**src/pkg/htsr_pkg.sv**
```systemverilog
// constants shared by the humidity and temperature sensor readout block
package htsr_pkg;
  // bus address and command set
  localparam logic [6:0] DEV_ADDR   = 7'h38;
  localparam logic [7:0] CMD_STATUS = 8'h71;
  localparam logic [7:0] CMD_INIT   = 8'hBE;
  localparam logic [7:0] INIT_P1    = 8'h08;
  localparam logic [7:0] INIT_P2    = 8'h00;
  localparam logic [7:0] CMD_MEAS   = 8'hAC;
  localparam logic [7:0] MEAS_P1    = 8'h33;
  localparam logic [7:0] MEAS_P2    = 8'h00;
  localparam logic [7:0] CMD_SOFT   = 8'hBA;

  // status byte layout
  localparam int         STAT_BUSY_BIT = 7;
  localparam int         STAT_CAL_BIT  = 3;

  // result frame layout: status, five data bytes, crc
  localparam int         RAW_W         = 20;
  localparam logic [2:0] IDX_STATUS    = 3'h0;
  localparam logic [2:0] IDX_HUM_HI    = 3'h1;
  localparam logic [2:0] IDX_HUM_MID   = 3'h2;
  localparam logic [2:0] IDX_SHARED    = 3'h3;
  localparam logic [2:0] IDX_TMP_MID   = 3'h4;
  localparam logic [2:0] IDX_TMP_LO    = 3'h5;
  localparam logic [2:0] IDX_CRC       = 3'h6;
  localparam logic [2:0] IDX_LAST      = 3'h7;
  localparam logic [7:0] FILL_BYTE     = 8'hFF;

  // crc over the frame: x^8+x^5+x^4+1, preset all ones
  localparam logic [7:0] CRC_POLY      = 8'h31;
  localparam logic [7:0] CRC_PRESET    = 8'hFF;

  // timing
  localparam int         CLK_KHZ       = 125000;
  localparam int         MEAS_TIME_MS  = 80;
  localparam int         INIT_TIME_MS  = 10;
  localparam int         RESET_TIME_MS = 20;
  localparam int         MEAS_CYCLES   = MEAS_TIME_MS * CLK_KHZ;
  localparam int         INIT_CYCLES   = INIT_TIME_MS * CLK_KHZ;
  localparam int         RESET_CYCLES  = RESET_TIME_MS * CLK_KHZ;
  localparam int         TMR_W         = 24;
endpackage

```
**src/pkg/htsr_crc_if.sv**
```systemverilog
// link between the byte engine and the crc engine
`timescale 1ns/100ps
interface htsr_crc_if;
  logic       init;
  logic       feed;
  logic [7:0] data;
  logic [7:0] crc;

  modport src (output init, output feed, output data, input crc);
  modport eng (input init, input feed, input data, output crc);
endinterface

```
**src/verilog/htsr_crc8.sv**
```systemverilog
// crc engine over the transmitted result bytes
`timescale 1ns/100ps
module htsr_crc8 (
  input wire logic   clk,
  input wire logic   sys_rst,
  htsr_crc_if.eng    crc_port
);

  logic [7:0] crc_reg;

  function automatic logic [7:0] htsr_crc_step(input logic [7:0] seed,
                                               input logic [7:0] data);
    logic [7:0] c;
    c = seed ^ data;
    for (int i = 0; i < 8; i++)
    begin
      c = c[7] ? ({c[6:0], 1'b0} ^ htsr_pkg::CRC_POLY) : {c[6:0], 1'b0};
    end
    return c;
  endfunction

  always_ff @(posedge clk)
  begin
    if (sys_rst)
      crc_reg <= htsr_pkg::CRC_PRESET;
    else if (crc_port.feed)
      // msb first, seeded with all ones on the first byte
      crc_reg <= htsr_crc_step(crc_port.init ? htsr_pkg::CRC_PRESET : crc_reg,
                               crc_port.data);
    else if (crc_port.init)
      crc_reg <= htsr_pkg::CRC_PRESET;
  end

  assign crc_port.crc = crc_reg;

endmodule

```
**src/verilog/htsr_readout.sv**
```systemverilog
// two-wire bus slave, command decode and conversion control of the sensor
`timescale 1ns/100ps
module htsr_readout #(
  parameter int unsigned MEAS_CYCLES  = htsr_pkg::MEAS_CYCLES,
  parameter int unsigned INIT_CYCLES  = htsr_pkg::INIT_CYCLES,
  parameter int unsigned RESET_CYCLES = htsr_pkg::RESET_CYCLES
) (
  input  wire logic                        clk,
  input  wire logic                        sys_rst,
  input  wire logic                        scl_in,
  input  wire logic                        sda_in,
  output logic                             sda_out,
  output logic                             sda_oe,
  input  wire logic [htsr_pkg::RAW_W-1:0]  raw_humidity_count,
  input  wire logic [htsr_pkg::RAW_W-1:0]  raw_temperature_count,
  input  wire logic                        cal_stored,
  output logic                             busy,
  output logic                             calibrated
);

  typedef logic [htsr_pkg::TMR_W-1:0] htsr_tmr_t;

  typedef enum logic [4:0] {
    BUS_IDLE = 5'b00001,
    BUS_RX   = 5'b00010,
    BUS_RACK = 5'b00100,
    BUS_TX   = 5'b01000,
    BUS_TACK = 5'b10000
  } htsr_bus_t;

  typedef enum logic [3:0] {
    DEV_BOOT = 4'b0001,
    DEV_IDLE = 4'b0010,
    DEV_MEAS = 4'b0100,
    DEV_INIT = 4'b1000
  } htsr_dev_t;

  logic                        scl_meta_reg;
  logic                        scl_sync_reg;
  logic                        scl_prev_reg;
  logic                        sda_meta_reg;
  logic                        sda_sync_reg;
  logic                        sda_prev_reg;
  logic                        scl_rise;
  logic                        scl_fall;
  logic                        bus_start;
  logic                        bus_stop;

  htsr_bus_t                   bus_state_reg;
  logic [3:0]                  bit_cnt_reg;
  logic [7:0]                  rx_shift_reg;
  logic [7:0]                  tx_shift_reg;
  logic                        addr_phase_reg;
  logic                        is_read_reg;
  logic                        nack_reg;
  logic [1:0]                  wr_cnt_reg;
  logic [7:0]                  cmd_reg;
  logic [7:0]                  param1_reg;
  logic [2:0]                  rd_idx_reg;
  logic                        sda_oe_reg;

  htsr_dev_t                   dev_state_reg;
  htsr_tmr_t                   timer_reg;
  logic                        cal_reg;
  logic [htsr_pkg::RAW_W-1:0]  hum_reg;
  logic [htsr_pkg::RAW_W-1:0]  tmp_reg;

  logic                        byte_done;
  logic                        data_taken;
  logic                        cmd_soft;
  logic                        cmd_meas;
  logic                        cmd_init;
  logic                        load_now;
  logic [7:0]                  status_byte;
  logic [7:0]                  tx_byte;

  htsr_crc_if crc_link ();

  htsr_crc8 u_crc (
    .clk      (clk),
    .sys_rst  (sys_rst),
    .crc_port (crc_link.eng)
  );

  // pins come from the host's domain; only the second and third stages are used downstream
  always_ff @(posedge clk)
  begin
    if (sys_rst)
    begin
      scl_meta_reg <= 1'b1;
      scl_sync_reg <= 1'b1;
      scl_prev_reg <= 1'b1;
      sda_meta_reg <= 1'b1;
      sda_sync_reg <= 1'b1;
      sda_prev_reg <= 1'b1;
    end
    else
    begin
      scl_meta_reg <= scl_in;
      scl_sync_reg <= scl_meta_reg;
      scl_prev_reg <= scl_sync_reg;
      sda_meta_reg <= sda_in;
      sda_sync_reg <= sda_meta_reg;
      sda_prev_reg <= sda_sync_reg;
    end
  end

  assign scl_rise  = scl_sync_reg & ~scl_prev_reg;
  assign scl_fall  = ~scl_sync_reg & scl_prev_reg;
  assign bus_start = scl_sync_reg & scl_prev_reg & sda_prev_reg & ~sda_sync_reg;
  assign bus_stop  = scl_sync_reg & scl_prev_reg & ~sda_prev_reg & sda_sync_reg;

  assign byte_done  = (bus_state_reg == BUS_RX) && scl_fall && (bit_cnt_reg == 4'h8);
  assign data_taken = byte_done && !addr_phase_reg;

  // commands act on the falling edge that opens their ack
  assign cmd_soft = data_taken && (wr_cnt_reg == 2'h0)
                    && (rx_shift_reg == htsr_pkg::CMD_SOFT);
  assign cmd_meas = data_taken && (wr_cnt_reg == 2'h2) && (cmd_reg == htsr_pkg::CMD_MEAS)
                    && (param1_reg == htsr_pkg::MEAS_P1)
                    && (rx_shift_reg == htsr_pkg::MEAS_P2);
  assign cmd_init = data_taken && (wr_cnt_reg == 2'h2) && (cmd_reg == htsr_pkg::CMD_INIT)
                    && (param1_reg == htsr_pkg::INIT_P1)
                    && (rx_shift_reg == htsr_pkg::INIT_P2);

  assign load_now = scl_fall && (((bus_state_reg == BUS_RACK) && is_read_reg)
                    || ((bus_state_reg == BUS_TACK) && !nack_reg));

  always_comb
  begin
    status_byte = 8'h00;
    status_byte[htsr_pkg::STAT_BUSY_BIT] = busy;
    status_byte[htsr_pkg::STAT_CAL_BIT]  = cal_reg;
  end

  // every read opens with the status byte, so a 0x71 poll is a one-byte read
  always_comb
  begin
    unique case (rd_idx_reg)
      htsr_pkg::IDX_STATUS:  tx_byte = status_byte;
      htsr_pkg::IDX_HUM_HI:  tx_byte = hum_reg[19:12];
      htsr_pkg::IDX_HUM_MID: tx_byte = hum_reg[11:4];
      htsr_pkg::IDX_SHARED:  tx_byte = {hum_reg[3:0], tmp_reg[19:16]};
      htsr_pkg::IDX_TMP_MID: tx_byte = tmp_reg[15:8];
      htsr_pkg::IDX_TMP_LO:  tx_byte = tmp_reg[7:0];
      htsr_pkg::IDX_CRC:     tx_byte = crc_link.crc;
      htsr_pkg::IDX_LAST:    tx_byte = htsr_pkg::FILL_BYTE;
    endcase
  end

  assign crc_link.init = load_now && (rd_idx_reg == htsr_pkg::IDX_STATUS);
  assign crc_link.feed = load_now && (rd_idx_reg <= htsr_pkg::IDX_TMP_LO);
  assign crc_link.data = tx_byte;

  // bus byte engine
  always_ff @(posedge clk)
  begin
    if (sys_rst)
    begin
      bus_state_reg  <= BUS_IDLE;
      bit_cnt_reg    <= 4'h0;
      rx_shift_reg   <= 8'h00;
      tx_shift_reg   <= 8'h00;
      addr_phase_reg <= 1'b0;
      is_read_reg    <= 1'b0;
      nack_reg       <= 1'b0;
      wr_cnt_reg     <= 2'h0;
      cmd_reg        <= 8'h00;
      param1_reg     <= 8'h00;
      rd_idx_reg     <= 3'h0;
      sda_oe_reg     <= 1'b0;
    end
    else if (bus_start)
    begin
      bus_state_reg  <= BUS_RX;
      bit_cnt_reg    <= 4'h0;
      addr_phase_reg <= 1'b1;
      sda_oe_reg     <= 1'b0;
    end
    else if (bus_stop)
    begin
      bus_state_reg <= BUS_IDLE;
      sda_oe_reg    <= 1'b0;
    end
    else
    begin
      unique case (bus_state_reg)
        BUS_IDLE:
        begin
          sda_oe_reg <= 1'b0;
        end
        BUS_RX:
        begin
          if (scl_rise)
          begin
            rx_shift_reg <= {rx_shift_reg[6:0], sda_sync_reg};
            bit_cnt_reg  <= bit_cnt_reg + 4'h1;
          end
          else if (byte_done && addr_phase_reg)
          begin
            // no answer while booting after reset
            if ((rx_shift_reg[7:1] == htsr_pkg::DEV_ADDR) && (dev_state_reg != DEV_BOOT))
            begin
              bus_state_reg <= BUS_RACK;
              sda_oe_reg    <= 1'b1;
              is_read_reg   <= rx_shift_reg[0];
              wr_cnt_reg    <= 2'h0;
              rd_idx_reg    <= htsr_pkg::IDX_STATUS;
            end
            else
              bus_state_reg <= BUS_IDLE;
          end
          else if (byte_done)
          begin
            bus_state_reg <= BUS_RACK;
            sda_oe_reg    <= 1'b1;
            if (wr_cnt_reg == 2'h0)
              cmd_reg <= rx_shift_reg;
            if (wr_cnt_reg == 2'h1)
              param1_reg <= rx_shift_reg;
            if (wr_cnt_reg != 2'h3)
              wr_cnt_reg <= wr_cnt_reg + 2'h1;
          end
        end
        BUS_RACK:
        begin
          if (scl_fall)
          begin
            addr_phase_reg <= 1'b0;
            bit_cnt_reg    <= 4'h0;
            if (is_read_reg)
            begin
              bus_state_reg <= BUS_TX;
              tx_shift_reg  <= tx_byte;
              sda_oe_reg    <= ~tx_byte[7];
              if (rd_idx_reg != htsr_pkg::IDX_LAST)
                rd_idx_reg <= rd_idx_reg + 3'h1;
            end
            else
            begin
              bus_state_reg <= BUS_RX;
              sda_oe_reg    <= 1'b0;
            end
          end
        end
        BUS_TX:
        begin
          if (scl_rise)
            bit_cnt_reg <= bit_cnt_reg + 4'h1;
          else if (scl_fall && (bit_cnt_reg == 4'h8))
          begin
            bus_state_reg <= BUS_TACK;
            sda_oe_reg    <= 1'b0;
          end
          else if (scl_fall)
          begin
            tx_shift_reg <= {tx_shift_reg[6:0], 1'b0};
            sda_oe_reg   <= ~tx_shift_reg[6];
          end
        end
        BUS_TACK:
        begin
          if (scl_rise)
            nack_reg <= sda_sync_reg;
          else if (scl_fall && nack_reg)
            bus_state_reg <= BUS_IDLE;
          else if (load_now)
          begin
            // the host may stop after byte six and skip the crc
            bus_state_reg <= BUS_TX;
            bit_cnt_reg   <= 4'h0;
            tx_shift_reg  <= tx_byte;
            sda_oe_reg    <= ~tx_byte[7];
            if (rd_idx_reg != htsr_pkg::IDX_LAST)
              rd_idx_reg <= rd_idx_reg + 3'h1;
          end
        end
      endcase
    end
  end

  // conversion, initialisation and reset sequencing
  always_ff @(posedge clk)
  begin
    if (sys_rst)
    begin
      dev_state_reg <= DEV_BOOT;
      timer_reg     <= htsr_tmr_t'(RESET_CYCLES - 1);
      cal_reg       <= 1'b0;
      hum_reg       <= '0;
      tmp_reg       <= '0;
    end
    else if (cmd_soft)
    begin
      // soft reset wins over any sequence in flight
      dev_state_reg <= DEV_BOOT;
      timer_reg     <= htsr_tmr_t'(RESET_CYCLES - 1);
      cal_reg       <= 1'b0;
      hum_reg       <= '0;
      tmp_reg       <= '0;
    end
    else
    begin
      unique case (dev_state_reg)
        DEV_BOOT:
        begin
          if (timer_reg == '0)
          begin
            dev_state_reg <= DEV_IDLE;
            cal_reg       <= cal_stored;
          end
          else
            timer_reg <= timer_reg - htsr_tmr_t'(1);
        end
        DEV_IDLE:
        begin
          if (cmd_meas)
          begin
            dev_state_reg <= DEV_MEAS;
            timer_reg     <= htsr_tmr_t'(MEAS_CYCLES - 1);
          end
          else if (cmd_init)
          begin
            dev_state_reg <= DEV_INIT;
            timer_reg     <= htsr_tmr_t'(INIT_CYCLES - 1);
          end
        end
        DEV_MEAS:
        begin
          // triggers arriving mid conversion are dropped, not queued
          if (timer_reg == '0)
          begin
            dev_state_reg <= DEV_IDLE;
            hum_reg       <= raw_humidity_count;
            tmp_reg       <= raw_temperature_count;
          end
          else
            timer_reg <= timer_reg - htsr_tmr_t'(1);
        end
        DEV_INIT:
        begin
          if (timer_reg == '0)
          begin
            dev_state_reg <= DEV_IDLE;
            cal_reg       <= 1'b1;
          end
          else
            timer_reg <= timer_reg - htsr_tmr_t'(1);
        end
      endcase
    end
  end

  assign busy       = dev_state_reg[2] | dev_state_reg[3];
  assign calibrated = cal_reg;
  assign sda_out    = 1'b0;
  assign sda_oe     = sda_oe_reg;

endmodule
```
**config.mk**
```make
export PLATFORM = sky130hd
export DESIGN_NAME = htsr_readout
export DESIGN_NICKNAME = d
export VERILOG_FILES = /design/src/pkg/htsr_pkg.sv /design/src/pkg/htsr_crc_if.sv /design/src/verilog/htsr_crc8.sv /design/src/verilog/htsr_readout.sv
export SDC_FILE = /design/constraint.sdc
export NUM_CORES = 1
export LEC_CHECK = 0
export BUFFER_PORTS_ARGS = -buffer_cell sky130_fd_sc_hd__buf_2
export CAP_MARGIN = 40
export CORE_MARGIN = 8
export CORE_UTILIZATION = 54
export DETAILED_ROUTE_END_ITERATION = 7
export PLACE_DENSITY = 0.83
export SYNTH_ARGS = -nofsm -noshare
export SYNTH_HDL_FRONTEND = slang
export SYNTH_SLANG_ARGS = --single-unit
```
**constraint.sdc**
```tcl
create_clock -name clk -period 3 [get_ports clk]
set_input_delay 0.3 -clock clk [delete_from_list [all_inputs] [get_ports clk]]
set_output_delay 0.3 -clock clk [all_outputs]
set_load 0.01 [all_outputs]
```
==> impl_metrics.prom, run 1 <==
# TYPE chip_impl_metric gauge
chip_impl_metric{name="coreArea",unit="mm2"} 0.0119
chip_impl_metric{name="route.vias.total",unit=""} 6237
chip_impl_metric{name="place.detailed.instances",unit=""} 1002
chip_impl_info{name="worstSetupPathType",value="reg -> reg"} 1
chip_impl_metric{name="synth.yosys.seq_area_share",unit=""} 0.404
chip_impl_metric{name="postSynthRegisterBits",unit=""} 132
chip_impl_metric{name="post_synth_num_cell_types",unit=""} 62
chip_impl_metric{name="route.detailed.drc",unit=""} 0
chip_impl_metric{name="maximum_number_of_pins_on_one_net_before_global_route_repair",unit=""} 44
chip_impl_info{name="worstHoldEndpoint",value="scl_meta_reg"} 1
chip_impl_metric{name="pin_slew_with_the_least_headroom_to_its_limit",unit="ps"} 592
chip_impl_metric{name="synthToLayoutAreaGrowth",unit="%"} 23.7
chip_impl_info{name="hold_path_startpoint",value="scl_in"} 1
chip_impl_metric{name="syn_std_cell_area",unit="mm2"} 0.00654
chip_impl_metric{name="hpwlAfterDp",unit="um"} 11500
chip_impl_info{name="layout_commonest_cell",value="sky130_fd_sc_hd__nand2_1"} 1
chip_impl_info{name="setup.worst_path.end_class",value="flip-flop"} 1
chip_impl_metric{name="start_util",unit=""} 0.549
chip_impl_metric{name="globalRouteTotalUtil",unit=""} 0.212
chip_impl_metric{name="finalSetupViolations",unit=""} 23
chip_impl_info{name="layout.cells.most_common_list",value="sky130_fd_sc_hd__nand2_1, sky130_fd_sc_hd__dfxtp_1, sky130_fd_sc_hd__nor2_1"} 1
chip_impl_info{name="reg2reg_end",value="tmp_reg[6]"} 1
chip_impl_metric{name="die_w",unit="um"} 126
chip_impl_metric{name="drt-initial-drc-count",unit=""} 631
chip_impl_metric{name="worstHoldPathCells",unit=""} 2
chip_impl_info{name="clock_tree.root_cell",value="sky130_fd_sc_hd__clkbuf_16"} 1
chip_impl_metric{name="layout_min_cycle_time",unit="ps"} 3060
chip_impl_metric{name="first_global_vias",unit=""} 5924
chip_impl_metric{name="avgSynthCellArea",unit="um2"} 8.09
chip_impl_metric{name="slew_headroom",unit=""} 0.605
chip_impl_metric{name="drv_slew",unit=""} 0
chip_impl_metric{name="layoutNonFillerInstCount",unit=""} 1039
chip_impl_metric{name="totalPowerFinal",unit="mW"} 5.16
chip_impl_info{name="netlist_top_cells_area",value="sky130_fd_sc_hd__dfxtp_1, sky130_fd_sc_hd__nand2_1, sky130_fd_sc_hd__a21oi_1"} 1
chip_impl_metric{name="post_route_skew",unit="ps"} 8.44
chip_impl_metric{name="globalRoute.totalOverflow",unit=""} 0
chip_impl_metric{name="fin_crit_sh",unit=""} 1.02
chip_impl_metric{name="count_of_inserted_antenna_diode_cells",unit=""} 0
chip_impl_metric{name="route.antenna.remaining_nets",unit=""} 0
chip_impl_info{name="synth_largest_area_cell",value="sky130_fd_sc_hd__dfxtp_1"} 1
chip_impl_metric{name="final.setup.worst_slack",unit="ps"} -64.8
chip_impl_metric{name="hold-worst-slack",unit="ps"} 50.9
chip_impl_metric{name="htreeDepth",unit=""} 4
chip_impl_metric{name="portBuffers",unit=""} 47
chip_impl_metric{name="synth.net_count",unit=""} 866
chip_impl_info{name="rsz_0062_raised_after_global_routing",value="true"} 1
chip_impl_metric{name="antenna_found_initial",unit=""} 0
chip_impl_metric{name="max_cap_viol_count",unit=""} 0
chip_impl_metric{name="cts_made_buffers",unit=""} 17
chip_impl_metric{name="maximum_resistive_drop_on_vdd",unit="mV"} 0.631
chip_impl_info{name="worstHoldPathType",value="in -> reg"} 1
chip_impl_metric{name="clk_pin_slew",unit="ps"} 60
chip_impl_metric{name="clock_insertion_delay_worst_skew",unit="ps"} 430
chip_impl_metric{name="power_density",unit="mW/mm2"} 638
chip_impl_metric{name="layout_fillers",unit=""} 891
chip_impl_metric{name="placement_rows",unit=""} 40
chip_impl_metric{name="edff_count_synth",unit=""} 0
chip_impl_metric{name="boundaryPins",unit=""} 49
chip_impl_info{name="ys_dominant_reg_cell",value="sky130_fd_sc_hd__dfxtp_1"} 1
chip_impl_info{name="cts_tree",value="yes"} 1
chip_impl_metric{name="routability_congestion",unit=""} 0.930
chip_impl_metric{name="fmaxAchievable",unit="MHz"} 326
chip_impl_metric{name="grt_pass1_wl",unit="um"} 27800
chip_impl_metric{name="largest_register_ffs",unit=""} 24
chip_impl_metric{name="tns",unit="ps"} -610
chip_impl_metric{name="dieArea",unit="mm2"} 0.0159
chip_impl_metric{name="drive_gt1_frac",unit=""} 0.204
chip_impl_metric{name="drt_pass1_iterations",unit=""} 8
chip_impl_metric{name="syn_inst",unit=""} 808
chip_impl_metric{name="synthArstFlopShare",unit=""} 0
chip_impl_metric{name="nets",unit=""} 937
chip_impl_metric{name="cp_data_required_time",unit="ps"} 3350
chip_impl_metric{name="route.final.wire_length",unit="um"} 17800
chip_impl_metric{name="dp_slack",unit="ps"} -34.0
chip_impl_metric{name="cts.sinks",unit=""} 132
chip_impl_metric{name="rr_worst_depth",unit=""} 9
chip_impl_metric{name="synth_warnings",unit=""} 0
chip_impl_metric{name="wire_per_inst",unit="um"} 17.2
chip_impl_metric{name="cts-root-to-sink-buffers",unit=""} 2
chip_impl_metric{name="holdBufCountCts",unit=""} 0
chip_impl_info{name="worst_setup_path_start_kind",value="flip-flop"} 1
chip_impl_metric{name="die_height",unit="um"} 126
chip_impl_metric{name="crit_arrival",unit="ps"} 3410
chip_impl_metric{name="crit_path_max_fanout",unit=""} 8
chip_impl_metric{name="viasPerCell",unit=""} 6.00
chip_impl_metric{name="leakage",unit="nW"} 3.16
chip_impl_info{name="failed_checks",value="setup timing"} 1
chip_impl_info{name="outcome",value="finished with violations"} 1
chip_impl_metric{name="synthDominantCellAreaShare",unit=""} 0.404
chip_impl_metric{name="timing.reg2reg.setup_slack",unit="ps"} -60
chip_impl_info{name="r2r_start",value="timer_reg[9]"} 1
chip_impl_metric{name="hold_violations",unit=""} 0
==> kinds of logic after synthesis <==
family,count (synthesis),synth area share
xor gates and xnor gates,37,0.0561
other,1,0.000574
and+or+nand+nor,358,0.256
muxes,37,0.0568
adders and majority gates,13,0.0249
AOI/OAI and AO/OA,172,0.162
buffers and inverters,58,0.0394
DFF,132,0.404
==> per-stage QoR <==
step	area [um2]	utilization
2_1_floorplan	6560	-
3_3_place_gp	7150	0.601
3_5_place_dp	7150	0.601
4_1_cts	7870	0.661
5_1_grt	8090	0.679
6_report	8090	0.679
==> Yosys cell counts (13+ instances only) <==
cell                         n
sky130_fd_sc_hd__nor2_1    103
sky130_fd_sc_hd__nor4_1     13
sky130_fd_sc_hd__nand2_1   137
sky130_fd_sc_hd__xnor2_1    22
sky130_fd_sc_hd__nor3_1     15
sky130_fd_sc_hd__ha_1       13
sky130_fd_sc_hd__clkbuf_1   35
sky130_fd_sc_hd__inv_1      14
sky130_fd_sc_hd__o21ai_0    28
sky130_fd_sc_hd__a21oi_1    87
sky130_fd_sc_hd__mux2i_1    36
sky130_fd_sc_hd__dfxtp_1   132
==> layer usage <==
| layer | GRT usage | routed length, um | vias to the layer above |
|---|---|---|---|
| met3 | 0.0544 | 1020 | 43 |
| met1 | 0.241 | 7470 | 2956 |
| met2 | 0.371 | 8980 | 258 |
| li1 | - | - | 2980 |
| met5 | 0 | 0 | - |
| met4 | 0.0856 | 372 | 0 |
==> how the worst max path moves through the flow <==
stage                   from                    end  slack [ps]
2_1_floorplan  rd_idx_reg[2]  u_crc.crc_port.crc[0]         -20
3_3_place_gp    timer_reg[9]           timer_reg[2]          50
3_5_place_dp   timer_reg[10]             tmp_reg[8]         -30
6_report        timer_reg[9]             tmp_reg[6]         -60
5_1_grt         timer_reg[9]             tmp_reg[3]        -110
4_1_cts         timer_reg[0]            hum_reg[18]          20
==> final cells by class <==
type	count	area [um2]	share of cell area
multi-input cells	618	3820	0.472
clock inverters	8	193	0.0238
well taps	147	184	0.0227
clock buffers	24	502	0.0620
flip-flops and latches	132	2650	0.328
inverters	15	56.3	0.00696
repair buffers	95	684	0.0846
==> worst max-delay path, cell delays in order, from the launching register on <==
cell                        delay [ps]
sky130_fd_sc_hd__dfxtp_2           320
sky130_fd_sc_hd__or4_4             540
sky130_fd_sc_hd__or4b_4            500
sky130_fd_sc_hd__or3_4             390
sky130_fd_sc_hd__or4_4             450
sky130_fd_sc_hd__nor2_4            120
sky130_fd_sc_hd__and3_4            280
sky130_fd_sc_hd__clkbuf_16         180
sky130_fd_sc_hd__nand2_1            60
sky130_fd_sc_hd__a21oi_1           150
==> where the power goes <==
group          total, mW  switching [mW]  internal [mW]  leakage, nW
Sequential          1.99           0.120           1.87         1.07
Clock               2.44           0.774           1.67        0.337
Combinational      0.731           0.412          0.320         1.75
Total               5.16            1.31           3.85         3.16
==> what timing repair did <==
| item | CTS | global route |
|---|---|---|
| setup endpoints to repair | 34 | 58 |
| buffers inserted | 1 | 2 |
| resized for setup | 4 | 42 |
| cloned | 0 | 2 |
| pin swaps | 0 | 17 |
(Power assumes the default switching activity.)
==> run 2: changes to the inputs <==
Settings changed: MAX_ROUTING_LAYER from default to met4.
==> run 2 against run 1 <==
Compared with the run above:
- combinational power shrank 2%
- non-clock buffer count shrank 2
- global-route usage grew 0.50 points
- count of clock-buffer cells in the layout shrank 3
- utilization shrank 1.1 points
- wire length shrank 3.4%
- the run still ends with setup timing left
- critical path depth is the same
- via count shrank 0.90%
- sequential share of layout area grew 0.47 points
==> impl_metrics.prom, run 2 (synthesis gave the netlist of run 1 again) <==
# TYPE chip_impl_metric gauge
chip_impl_metric{name="cp_data_required_time",unit="ps"} 3360
chip_impl_metric{name="hold_violations",unit=""} 0
chip_impl_metric{name="hpwlAfterDp",unit="um"} 11200
chip_impl_metric{name="power_switching",unit="mW"} 1.32
chip_impl_info{name="cp_top_family",value="simple AND/OR/NAND/NOR gates"} 1
chip_impl_metric{name="fin_crit_sh",unit=""} 1.02
chip_impl_metric{name="coreArea",unit="mm2"} 0.0119
chip_impl_info{name="cts_tree",value="yes"} 1
chip_impl_metric{name="power_density",unit="mW/mm2"} 625
chip_impl_info{name="worstHoldPathType",value="in -> reg"} 1
chip_impl_metric{name="globalRouteTotalUtil",unit=""} 0.217
chip_impl_metric{name="cts_made_buffers",unit=""} 17
chip_impl_metric{name="grt_pass1_wl",unit="um"} 27700
chip_impl_metric{name="maximum_number_of_pins_on_one_net_before_global_route_repair",unit=""} 41
chip_impl_metric{name="seq_power_share",unit=""} 0.398
chip_impl_metric{name="htreeDepth",unit=""} 4
chip_impl_metric{name="cts-root-to-sink-buffers",unit=""} 2
chip_impl_metric{name="antenna_found_initial",unit=""} 0
chip_impl_metric{name="maximum_resistive_drop_on_vdd",unit="mV"} 0.649
chip_impl_metric{name="cts.sinks",unit=""} 132
chip_impl_metric{name="final.setup.worst_slack",unit="ps"} -53.3
chip_impl_info{name="crit_top_cell",value="sky130_fd_sc_hd__or4_4"} 1
chip_impl_metric{name="totalPowerFinal",unit="mW"} 4.97
chip_impl_metric{name="synthToLayoutAreaGrowth",unit="%"} 21.7
chip_impl_metric{name="largest_register_ffs",unit=""} 24
chip_impl_metric{name="crit_path_max_fanout",unit=""} 20
chip_impl_metric{name="critPathBufInv",unit=""} 1
chip_impl_metric{name="portBuffers",unit=""} 47
chip_impl_metric{name="drt_pass1_iterations",unit=""} 6
chip_impl_info{name="layout_commonest_cell",value="sky130_fd_sc_hd__nand2_1"} 1
chip_impl_metric{name="max_cap_viol_count",unit=""} 0
chip_impl_info{name="layout.cells.most_common_list",value="sky130_fd_sc_hd__nand2_1, sky130_fd_sc_hd__dfxtp_1, sky130_fd_sc_hd__nor2_1"} 1
chip_impl_info{name="rsz_0062_raised_after_global_routing",value="true"} 1
chip_impl_metric{name="nets",unit=""} 935
chip_impl_metric{name="dieArea",unit="mm2"} 0.0159
chip_impl_metric{name="clkPwrFrac",unit=""} 0.458
chip_impl_metric{name="layout_min_cycle_time",unit="ps"} 3050
chip_impl_metric{name="clk_pin_slew",unit="ps"} 60
chip_impl_info{name="crit_chain",value="or4_4 -> or4b_4 -> or3_4 -> or4_4 -> nor2_4 -> and3_4 -> buf_12 -> nand2_1 -> a21oi_2"} 1
chip_impl_metric{name="drive_gt1_frac",unit=""} 0.192
chip_impl_info{name="clock_tree.root_cell",value="sky130_fd_sc_hd__clkbuf_16"} 1
chip_impl_metric{name="power.switching_fraction",unit=""} 0.266
chip_impl_metric{name="cell_internal_pwr",unit="mW"} 3.65
chip_impl_metric{name="share_comb_of_total_power",unit=""} 0.144
chip_impl_metric{name="place.detailed.instances",unit=""} 1000
chip_impl_metric{name="max_stage_delay",unit="ps"} 540
chip_impl_metric{name="start_util",unit=""} 0.549
chip_impl_metric{name="route.vias.total",unit=""} 6181
chip_impl_metric{name="first_global_vias",unit=""} 5805
chip_impl_metric{name="placement_rows",unit=""} 40
chip_impl_metric{name="pin_slew_with_the_least_headroom_to_its_limit",unit="ps"} 603
chip_impl_metric{name="wire_per_inst",unit="um"} 16.6
chip_impl_info{name="outcome",value="finished with violations"} 1
chip_impl_metric{name="die_w",unit="um"} 126
chip_impl_metric{name="die_height",unit="um"} 126
chip_impl_metric{name="layoutNonFillerInstCount",unit=""} 1037
chip_impl_metric{name="route.final.wire_length",unit="um"} 17200
chip_impl_metric{name="routability_congestion",unit=""} 0.926
chip_impl_metric{name="leakage",unit="nW"} 3.11
chip_impl_info{name="critical_path.slowest_cell",value="sky130_fd_sc_hd__or4_4"} 1
chip_impl_metric{name="route.antenna.remaining_nets",unit=""} 0
chip_impl_info{name="worstSetupPathType",value="reg -> reg"} 1
chip_impl_metric{name="slew_headroom",unit=""} 0.595
chip_impl_metric{name="viasPerCell",unit=""} 5.96
chip_impl_metric{name="route.detailed.drc",unit=""} 0
chip_impl_metric{name="globalRoute.totalOverflow",unit=""} 0
chip_impl_metric{name="drv_slew",unit=""} 0
chip_impl_info{name="worst_setup_path_start_kind",value="flip-flop"} 1
chip_impl_metric{name="drt-initial-drc-count",unit=""} 615
chip_impl_metric{name="crit_arrival",unit="ps"} 3410
chip_impl_metric{name="boundaryPins",unit=""} 49
chip_impl_info{name="failed_checks",value="setup timing"} 1
chip_impl_metric{name="clock_insertion_delay_worst_skew",unit="ps"} 420
chip_impl_metric{name="fmaxAchievable",unit="MHz"} 328
chip_impl_metric{name="count_of_inserted_antenna_diode_cells",unit=""} 0
chip_impl_info{name="setup.worst_path.end_class",value="flip-flop"} 1
chip_impl_metric{name="finalSetupViolations",unit=""} 11
chip_impl_metric{name="post_route_skew",unit="ps"} 5.80
==> run 2: cell types whose count changed in the layout (fill, tap and decap cells not counted), moves of 3 or more <==
cell	previous run	this run
sky130_fd_sc_hd__nand2_1	132	137
sky130_fd_sc_hd__dfxtp_1	126	129
sky130_fd_sc_hd__nand2_4	3	0
sky130_fd_sc_hd__clkinv_4	0	3
sky130_fd_sc_hd__ha_4	3	0
==> run 2: path summary, 6_finish.rpt <==
path,from,end,slack [ps],cells past startpoint
max,timer_reg[10],tmp_reg[17],-50,9
min,scl_in,scl_meta_reg,60,2
min reg2reg,sda_meta_reg,sda_sync_reg,410,1
max reg2reg,timer_reg[10],tmp_reg[17],-50,9
==> run 2: metal layers <==
| metal | global-route usage | routed length [um] | up-vias |
|---|---|---|---|
| met5 | - | 0 | - |
| met1 | 0.248 | 7250 | 2941 |
| met3 | 0.0519 | 953 | 42 |
| li1 | - | - | 2975 |
| met2 | 0.356 | 8570 | 223 |
| met4 | 0.0962 | 453 | 0 |
==> run 2: worst reg2reg max path: stages, from the launching register on <==
cell and delay [ps]:
sky130_fd_sc_hd__dfxtp_1 330, sky130_fd_sc_hd__or4_4 540, sky130_fd_sc_hd__or4b_4 490, sky130_fd_sc_hd__or3_4 390, sky130_fd_sc_hd__or4_4 450, sky130_fd_sc_hd__nor2_4 110
sky130_fd_sc_hd__and3_4 250, sky130_fd_sc_hd__buf_12 170, sky130_fd_sc_hd__nand2_1 110, sky130_fd_sc_hd__a21oi_2 140
==> run 2: power by group through the flow <==
| stage | logic (mW) | clock network, mW | registers (mW) |
|---|---|---|---|
| after detailed placement | 0.673 | 0 | 2.00 |
| after floorplan | 0.479 | 0 | 1.97 |
| after global placement | 0.660 | 0 | 2.00 |
| final | 0.716 | 2.28 | 1.98 |
| after global routing | 0.787 | 2.36 | 1.99 |
| after CTS | 0.696 | 2.28 | 1.97 |
==> run 2: through the flow <==
step	cell area [um2]	setup TNS (ps)	worst slack, ps	utilization	hold WS (ps)
6_report	7960	-156	-53.3	0.668	57.6
5_1_grt	7960	-2300	-102	0.668	54.4
4_1_cts	7860	0	0.945	0.659	53.0
3_5_place_dp	7140	-114	-29.9	0.599	398
3_3_place_gp	7140	0	18.9	0.599	397
2_1_floorplan	6560	-17.5	-17.5	-	389
==> run 2: cell type report <==
cell class	count	area, um2
clock buffer	21	480
clock inverter	11	173
fill	946	3960
inverter	15	56.3
multi-input combinational	618	3760
sequential	132	2650
tap	147	184
timing repair buffer	93	654
==> run 2: timing repair <==
action,CTS,global route
buffers inserted,0,4
resized for setup,9,23
endpoints found under the setup margin,40,59
pin swaps,0,9
hold buffers,0,0
gates cloned,1,0
